<file path="src/rcr_pkg.sv">
// constants for the radio control and revision register block
// assumes a 50 MHz mclk and a byte-wide decoded register port
package rcr_pkg;
  localparam int ADDR_W = 6;
  localparam int DATA_W = 8;
  localparam logic [ADDR_W-1:0] ADDR_REV_ID = 6'h00;
  localparam logic [ADDR_W-1:0] ADDR_RADIO_CTRL = 6'h03;
  localparam logic [DATA_W-1:0] RADIO_CTRL_RESET = 8'h00;
  localparam logic [DATA_W-1:0] RESERVED_MASK = 8'hFC;
  localparam logic [DATA_W-1:0] UNMAPPED_READ = 8'h00;
  localparam int BIT_RX_EN = 7;
  localparam int BIT_TX_EN = 6;
  localparam int BIT_CODE_HALF = 5;
  localparam int BIT_LOCK_BYPASS = 4;
  localparam int BIT_AMP_SRC = 3;
  localparam int BIT_AMP_EN = 2;
  localparam int SILICON_REV_MSB = 7;
  localparam int SILICON_REV_LSB = 4;
  localparam int PRODUCT_CODE_MSB = 3;
  localparam int PRODUCT_CODE_LSB = 0;
  localparam int MCLK_PERIOD_NS = 20;
  localparam int SETTLE_UNIT_NS = 2000;
  localparam int SETTLE_UNIT_CYCLES = (SETTLE_UNIT_NS + MCLK_PERIOD_NS - 1) / MCLK_PERIOD_NS;
  localparam int PREDIV_W = 7;
  localparam int CYC_W = 16;
  typedef enum logic [1:0] {
    SETTLE_IDLE,
    SETTLE_WAIT_LOCK,
    SETTLE_COUNT,
    SETTLE_DONE
  } rcr_settle_e;
endpackage

</file>
<file path="src/rcr_settle.sv">
// synthesizer settle sequencer: optional wait for lock, then a timed delay
// assumes lock_sync is already synchronised to mclk; lock count stable while running
`timescale 1ns/1ps
`default_nettype none
module rcr_settle (
  input wire logic mclk,
  input wire logic rst,
  input wire logic settle_start,
  input wire logic lock_bypass,
  input wire logic lock_sync,
  input wire logic [7:0] lock_count,
  output logic settle_busy,
  output logic settle_done
);
  rcr_pkg::rcr_settle_e state_ff;
  logic [rcr_pkg::PREDIV_W-1:0] prediv_ff;
  logic [7:0] units_ff;
  logic unit_tick;
  logic [rcr_pkg::CYC_W-1:0] cyc_ff;

  // one enable pulse every 2 us while counting
  assign unit_tick = (state_ff == rcr_pkg::SETTLE_COUNT) &&
                     (prediv_ff == rcr_pkg::PREDIV_W'(rcr_pkg::SETTLE_UNIT_CYCLES - 1));

  always_ff @(posedge mclk) begin
    if (rst) begin
      state_ff <= rcr_pkg::SETTLE_IDLE;
    end else if (settle_start) begin
      // bypass skips the lock wait entirely
      state_ff <= lock_bypass ? rcr_pkg::SETTLE_COUNT : rcr_pkg::SETTLE_WAIT_LOCK;
    end else begin
      case (state_ff)
        rcr_pkg::SETTLE_IDLE: state_ff <= rcr_pkg::SETTLE_IDLE;
        rcr_pkg::SETTLE_WAIT_LOCK: begin
          if (lock_sync) begin
            state_ff <= rcr_pkg::SETTLE_COUNT;
          end
        end
        rcr_pkg::SETTLE_COUNT: begin
          if (units_ff == lock_count) begin
            state_ff <= rcr_pkg::SETTLE_DONE;
          end
        end
        rcr_pkg::SETTLE_DONE: state_ff <= rcr_pkg::SETTLE_DONE;
        default: state_ff <= rcr_pkg::SETTLE_IDLE;
      endcase
    end
  end

  always_ff @(posedge mclk) begin
    if (rst || settle_start || state_ff != rcr_pkg::SETTLE_COUNT) begin
      prediv_ff <= '0;
      units_ff <= 8'h00;
    end else if (unit_tick) begin
      prediv_ff <= '0;
      units_ff <= units_ff + 8'h01;
    end else begin
      prediv_ff <= prediv_ff + 7'h01;
    end
  end

  assign settle_busy = (state_ff == rcr_pkg::SETTLE_WAIT_LOCK) ||
                       (state_ff == rcr_pkg::SETTLE_COUNT);
  assign settle_done = (state_ff == rcr_pkg::SETTLE_DONE);

  // helper: cycles spent in the timed phase; a restart while timing begins a fresh count
  always_ff @(posedge mclk) begin
    if (rst || settle_start || state_ff != rcr_pkg::SETTLE_COUNT) begin
      cyc_ff <= '0;
    end else begin
      cyc_ff <= cyc_ff + 16'h0001;
    end
  end
endmodule
`default_nettype wire

</file>
<file path="src/rcr_radio_regs.sv">
// revision identification and radio control registers with settle sequencing
// assumes the serial port engine hands over decoded one-cycle read and write strobes
`timescale 1ns/1ps
`default_nettype none
module rcr_radio_regs #(
  parameter logic [3:0] SILICON_REV = 4'h2, // arbitrary value
  parameter logic [3:0] PRODUCT_CODE = 4'hA // arbitrary value
) (
  input wire logic mclk,
  input wire logic rst,
  input wire logic [rcr_pkg::ADDR_W-1:0] reg_addr,
  input wire logic [rcr_pkg::DATA_W-1:0] reg_wdata,
  input wire logic reg_wr,
  input wire logic reg_rd,
  output logic [rcr_pkg::DATA_W-1:0] reg_rdata,
  input wire logic code_width_32,
  input wire logic [7:0] lock_count,
  input wire logic syn_lock,
  input wire logic baseband_amp_req,
  input wire logic settle_start,
  output logic rx_mode,
  output logic tx_mode,
  output logic chips_32_mode,
  output logic code_upper_half,
  output logic amp_on,
  output logic settle_busy,
  output logic settle_done
);
  logic [rcr_pkg::DATA_W-1:0] ctrl_ff;
  logic [rcr_pkg::DATA_W-1:0] rdata_ff;
  logic [rcr_pkg::DATA_W-1:0] id_value;
  logic lock_meta_ff;
  logic lock_sync_ff;
  logic rx_ff;
  logic tx_ff;
  logic chips32_ff;
  logic upper_ff;
  logic amp_ff;

  function automatic logic hit(input logic [rcr_pkg::ADDR_W-1:0] a,
                               input logic [rcr_pkg::ADDR_W-1:0] target);
    hit = (a == target);
  endfunction

  always_comb begin
    id_value = '0;
    id_value[rcr_pkg::SILICON_REV_MSB:rcr_pkg::SILICON_REV_LSB] = SILICON_REV;
    id_value[rcr_pkg::PRODUCT_CODE_MSB:rcr_pkg::PRODUCT_CODE_LSB] = PRODUCT_CODE;
  end

  // identification has no write path at all
  always_ff @(posedge mclk) begin
    if (rst) begin
      ctrl_ff <= rcr_pkg::RADIO_CTRL_RESET;
    end else if (reg_wr && hit(reg_addr, rcr_pkg::ADDR_RADIO_CTRL)) begin
      // reserved bits kept at zero even if firmware writes ones
      ctrl_ff <= reg_wdata & rcr_pkg::RESERVED_MASK;
    end
  end

  always_ff @(posedge mclk) begin
    if (rst) begin
      rdata_ff <= rcr_pkg::UNMAPPED_READ;
    end else if (reg_rd) begin
      if (hit(reg_addr, rcr_pkg::ADDR_REV_ID)) begin
        rdata_ff <= id_value;
      end else if (hit(reg_addr, rcr_pkg::ADDR_RADIO_CTRL)) begin
        rdata_ff <= ctrl_ff;
      end else begin
        rdata_ff <= rcr_pkg::UNMAPPED_READ;
      end
    end
  end
  assign reg_rdata = rdata_ff;

  // lock comes from the analog synthesizer, so it is synchronised
  always_ff @(posedge mclk) begin
    if (rst) begin
      lock_meta_ff <= 1'b0;
      lock_sync_ff <= 1'b0;
    end else begin
      lock_meta_ff <= syn_lock;
      lock_sync_ff <= lock_meta_ff;
    end
  end

  always_ff @(posedge mclk) begin
    if (rst) begin
      rx_ff <= 1'b0;
      tx_ff <= 1'b0;
    end else begin
      rx_ff <= ctrl_ff[rcr_pkg::BIT_RX_EN];
      tx_ff <= ctrl_ff[rcr_pkg::BIT_TX_EN];
    end
  end

  // in 64-chip mode the whole code is used, so the half select is forced low
  always_ff @(posedge mclk) begin
    if (rst) begin
      chips32_ff <= 1'b0;
      upper_ff <= 1'b0;
    end else begin
      chips32_ff <= code_width_32;
      upper_ff <= code_width_32 && ctrl_ff[rcr_pkg::BIT_CODE_HALF];
    end
  end

  always_ff @(posedge mclk) begin
    if (rst) begin
      amp_ff <= 1'b0;
    end else if (ctrl_ff[rcr_pkg::BIT_AMP_SRC]) begin
      amp_ff <= ctrl_ff[rcr_pkg::BIT_AMP_EN];
    end else begin
      amp_ff <= baseband_amp_req;
    end
  end

  assign rx_mode = rx_ff;
  assign tx_mode = tx_ff;
  assign chips_32_mode = chips32_ff;
  assign code_upper_half = upper_ff;
  assign amp_on = amp_ff;

  rcr_settle u_settle (
    .mclk(mclk),
    .rst(rst),
    .settle_start(settle_start),
    .lock_bypass(ctrl_ff[rcr_pkg::BIT_LOCK_BYPASS]),
    .lock_sync(lock_sync_ff),
    .lock_count(lock_count),
    .settle_busy(settle_busy),
    .settle_done(settle_done)
  );
endmodule
`default_nettype wire

</file>
<file path="config.mk">
export PLATFORM = sky130hd
export DESIGN_NAME = rcr_radio_regs
export DESIGN_NICKNAME = d
export VERILOG_FILES = /design/src/rcr_pkg.sv /design/src/rcr_settle.sv /design/src/rcr_radio_regs.sv
export SDC_FILE = /design/constraint.sdc
export NUM_CORES = 1
export LEC_CHECK = 0
export ABC_AREA = 1
export ABC_CLOCK_PERIOD_IN_PS = 3300
export BUFFER_PORTS_ARGS = -buffer_cell sky130_fd_sc_hd__buf_2
export CAP_MARGIN = 20
export CORE_UTILIZATION = 42
export DETAILED_ROUTE_END_ITERATION = 12
export PLACE_DENSITY = 0.76
export SLEW_MARGIN = 40
export SYNTH_ARGS = -nofsm -noshare
export SYNTH_HDL_FRONTEND = slang
export SYNTH_HIERARCHICAL = 1
export SYNTH_SLANG_ARGS = --single-unit
</file>
<file path="constraint.sdc">
create_clock -name mclk -period 3.3 [get_ports mclk]
set_input_delay 0.495 -clock mclk [delete_from_list [all_inputs] [get_ports mclk]]
set_output_delay 0.495 -clock mclk [all_outputs]
set_load 0.03 [all_outputs]
</file>
-- Word-level counts from Yosys, hierarchy flattened
Cells that the tools add are included.
- add/subtract/negate cells: 2
- equality and inequality tests: 9
- mux-type cells: 8
- reductions and logical operators: 10
- operators by type and width (kind ; number):
    $mux W8 ; 2
    $add A8 B1 Y8 const B ; 1
    $eq A8 B8 Y1 ; 1
    $mux W2 ; 4
    $pmux W2 S4 ; 1
    $add A7 B1 Y7 const B ; 1
    $eq A7 B7 Y1 const B ; 1
    $eq A6 B2 Y1 const B ; 1
    $logic_not A6 Y1 ; 1
    $ne A3 B3 Y1 const B ; 2
    $eq A2 B2 Y1 const B ; 2
    $logic_and A1 B1 Y1 ; 3
    $logic_or A1 B1 Y1 ; 3
    $eq A2 B1 Y1 const B ; 1
    $logic_not A2 Y1 ; 1
    $ne A2 B2 Y1 const B ; 1
    $reduce_and A2 Y1 ; 1
    $reduce_or A2 Y1 ; 1
    $mux W1 ; 1
- bits in registers: 38
- input bits: 30

-- Longest topological paths before layout
- word-level depth: 4
- gate-level depth with buffers: 10

-- By module
Netlist, hierarchy kept.
- by module, submodules not included (module ; instances ; cells each ; area an instance (um^2) ; sequential area each (um^2)):
    rcr_settle ; 1 ; 151 ; 1032.2 ; 340.3
    rcr_radio_regs ; 1 ; 117 ; 874.6 ; 400.4

-- Worst setup path before layout
Ideal clock, no wire load.
- path type: reg2reg
- start: reg u_settle.state_ff[0]
- end: reg u_settle/prediv_ff[5] (netlist bit)
- arrival time: 1.230 ns
- path slack: 1.957 ns
- cell stages (with the launch flop): 11
- path buffers: 0
- period minus slack after synthesis: 1.343 ns
- path through: dfxtp_1 > inv_1 > ha_1 > inv_1 > nor2_2 > nand2_1 > clkinv_2 > nand2_2 > a21oi_1 > o21ai_1 > inv_1
- cells in the longest elaborated chain, start to end: 3
- elaborated cells between the ends (all ways): 5
- RTL lines (what ; line ; source):
    start, declared ; rcr_settle.sv:15 ; rcr_pkg::rcr_settle_e state_ff;
    start signal, assigned ; rcr_settle.sv:27 ; state_ff <= rcr_pkg::SETTLE_IDLE;
    start signal, assigned ; rcr_settle.sv:30 ; state_ff <= lock_bypass ? rcr_pkg::SETTLE_COUNT : rcr_pkg::SETTLE_WAIT_LOCK;
    start signal, assigned ; rcr_settle.sv:33 ; rcr_pkg::SETTLE_IDLE: state_ff <= rcr_pkg::SETTLE_IDLE;
    $ne A2 B2 Y1 or $eq A2 B2 Y1 (tied branches) ; rcr_settle.sv:51, rcr_settle.sv:22 ;
    $logic_or A1 B1 Y1 or $logic_and A1 B1 Y1 (tied branches) ; n/a ;
    $reduce_or A2 Y1 (no line) * ; n/a ;
    end signal, assigned ; rcr_settle.sv:58 ; prediv_ff <= prediv_ff + 7'h01;
    end, declared ; rcr_settle.sv:16 ; logic [rcr_pkg::PREDIV_W-1:0] prediv_ff;
Every way passes the cells marked *; elsewhere a longest branch is shown, timed or not.
A chain may end at the register's enable or synchronous reset.

-- Final worst setup path
- start: reg u_settle.state_ff[1]
- end: out settle_busy
- cells in the longest elaborated chain, start to end: 2
- elaborated cells between the ends (all ways): 3
- RTL lines (what ; line ; source):
    $eq A2 B1 Y1 or $eq A2 B2 Y1 (tied branches) ; rcr_settle.sv:62, rcr_settle.sv:63 ;
    $logic_or A1 B1 Y1 * ; rcr_settle.sv:62 ; assign settle_busy = (state_ff == rcr_pkg::SETTLE_WAIT_LOCK) ||
    end, declared ; rcr_radio_regs.sv:26 ; output logic settle_busy,
Marks and branches as above.

==> reports/qor.yml <==
avgSynthCellArea_um2: 7.12
post-cts-setup-buffers: 0
yosysUniqueCellTypes: 34
ys_seq_elements: 37
drt_wl_total_um: 3490
slew_viol_final: 0
cts_buffers: 5
drc_errors: 0
drtAntennaViolNets: 0
initial_core_util_pct: 43.8
fmax_mhz: 575
ioPinCount: 45
rsz0062_at_grt: "false"
cp_max_fo: 4
synth_area_mm2: 0.00191
h-tree-depth: 2
wl_per_cell_um: 9.54
crit_arrival_ps: 1240
hp-class: "primary input to flip-flop"
synthCells: 268
cts-root-buf: "clkbuf_8"
grt_pass1_wl_um: 6240
holdWs_ps: 416
drt-vias-per-instance: 4.62
num_antenna_cells: 0
p_leak_nw: 1.08
pre_cts_slack_ps: 1720
ys_seq_area_share_pct: 38.8
status: "finished clean"
min_period_over_period_pct: 52.7
holdBufCountCts: 0
area_growth_pct: 17.5
die_h_um: 69.4
setup_tns_ps: 0
peakVddDrop_v: 0.000195
portBuffers: 41
cts_tree: "yes"
syn-num-nets: 304
path_class: "flip-flop to primary output"
insertion_delay_ps: 290
grt-ovfl-total: 0
die_w_um: 69.4
yosysWarnings: 6
fp-row-count: 24
setup_violations: 0
drt_iter0_drc: 57
fill_cells: 429
skew_ps: 8.85
post_cts_resized: 0
hold_viol: 0
drive_gt1_share_pct: 22.6
vias: 1690
relSlewSlack_pct: 66.5
grt_pass1_vias: 1533
regArea_um2: 741
crit_required_ps: 2800
grt_max_degree: 13
worst_pin_slew_ps: 502
hpwl_um: 2800
max_cap_viol_count: 0
fin_crit_ps: 1740
cts_sinks: 37
routabilityCongestion: 0.807
nets: 349
grtUsageTotal_pct: 15.8
multi_input_area_um2: 943
worstSetupEndpointType: "primary output"
antenna_found_initial: 0
clk_path_buf_depth: 2
worst_slack_ps: 1560
critPathLaunchType: "flip-flop"
powerDensity_mw_per_mm2: 384
clkSlewWorstSetupHoldPaths_ps: 80
drtPass1Iterations: 4
fp.dieArea_mm2: 0.00481
coreArea_mm2: 0.00435
-- worst paths after layout --
check | from | endpoint | slack (ps) | cells past startpoint
max | u_settle/state_ff[1] | settle_busy | 1560 | 3
min | code_width_32 | chips_32_mode | 420 | 3
max reg2reg | u_settle/state_ff[0] | u_settle/prediv_ff[5] | 1790 | 10
min reg2reg | lock_meta_ff | lock_sync_ff | 420 | 2
-- worst max-delay path: stages (launching register included) --
cell     delay [ps]
dfxtp_1         380
inv_1            90
ha_1            290
buf_2           200
-- state kept, by name (all words and copies together), names as in the netlist, 2 cells and up --
| register | cells |
|---|---|
| u_settle/units_ff | 8 |
| u_settle/state_ff | 2 |
| ctrl_ff | 6 |
| u_settle/prediv_ff | 7 |
| reg_rdata | 7 |
-- per-layer routing --
layer,GRT usage [%],part of all wire (%),vias to the layer above
met5,0,0,-
met2,26.6,47,37
met4,4.76,1.1,0
li1,-,-,912
met3,4.80,5.4,6
met1,19.2,47,735
-- cells in the final DEF (no fill, tap or decap) --
cell,instances
nor2_1,32
inv_2,3
nand2_4,1
o21ai_0,4
inv_4,2
nor2_8,1
nand3_1,10
inv_6,1
nand3_2,1
nand4_1,11
or2_2,1
nand3_4,1
nor2_2,2
nor3_2,1
ha_1,6
nor2_4,3
nor3b_1,1
conb_1,1
buf_2,41
clkinv_1,2
nand3b_1,2
clkbuf_8,5
dfxtp_1,37
clkinvlp_4,1
nor3_4,1
xnor2_1,7
nand2_2,3
a21oi_1,16
xor2_1,1
inv_1,41
o21ai_1,2
nor3_1,3
nand2_1,67
clkinv_2,3
-- final cells by class --
class	instances	share of cell area, %
multi-input combinational	178	42.1
sequential	37	33.1
timing repair buffer	41	9.16
inverter	50	8.88
clock buffer	5	3.07
tap	52	2.91
clock inverter	3	0.782
-- metrics by stage --
stage	instances	power (mW)	cell area, um^2	util [%]
2_1_floorplan	268	0.529	1910	-
3_3_place_gp	358	0.559	2150	49.5
3_5_place_dp	358	0.562	2150	49.5
4_1_cts	366	0.875	2240	51.4
5_1_grt	366	0.906	2240	51.4
6_report	366	0.860	2240	51.4
-- Yosys cell counts --
| master | number | share of area [%] |
|---|---|---|
| nor3_4 | 1 | 0.85 |
| nor3_1 | 3 | 0.79 |
| buf_6 | 1 | 0.59 |
| clkinv_1 | 2 | 0.39 |
| o21ai_1 | 2 | 0.52 |
| nand2_2 | 3 | 0.98 |
| conb_1 | 1 | 0.20 |
| nand2_4 | 1 | 0.59 |
| a21oi_1 | 16 | 4.2 |
| dfxtp_1 | 37 | 39 |
| nand3b_1 | 2 | 0.79 |
| nor2_8 | 1 | 1.0 |
| clkinv_2 | 1 | 0.26 |
| nand4_1 | 11 | 3.6 |
| xor2_1 | 1 | 0.46 |
| inv_4 | 2 | 0.66 |
| ha_1 | 6 | 3.9 |
| xnor2_1 | 7 | 3.2 |
| nand2_1 | 67 | 13 |
| inv_1 | 41 | 8.1 |
| nor2_4 | 3 | 1.8 |
| nand3_4 | 1 | 0.92 |
| inv_2 | 3 | 0.59 |
| or2_2 | 1 | 0.33 |
| nand3_1 | 10 | 2.6 |
| nor3_2 | 1 | 0.52 |
| nor3b_1 | 1 | 0.39 |
| buf_4 | 1 | 0.39 |
| nor2_2 | 2 | 0.66 |
| nand3_2 | 1 | 0.52 |
| inv_6 | 1 | 0.46 |
| o21ai_0 | 4 | 1.0 |
| buf_2 | 1 | 0.26 |
| nor2_1 | 32 | 6.3 |
-- cell families after synthesis --
kind of cell | count (synthesis) | share of synthesized area [%]
compound gates | 22 | 5.77
flops | 37 | 38.8
fa+ha+maj | 6 | 3.94
buf+inv | 53 | 11.7
other cells | 1 | 0.197
simple gates | 141 | 35.9
xor+xnor | 8 | 3.67
-- where the power goes --
part,switching [mW],total [mW],internal (mW)
Clock,0.164,0.310,0.146
Sequential,0.00380,0.456,0.452
Combinational,0.0600,0.0940,0.0340
Power figures use the tool's default switching activity.
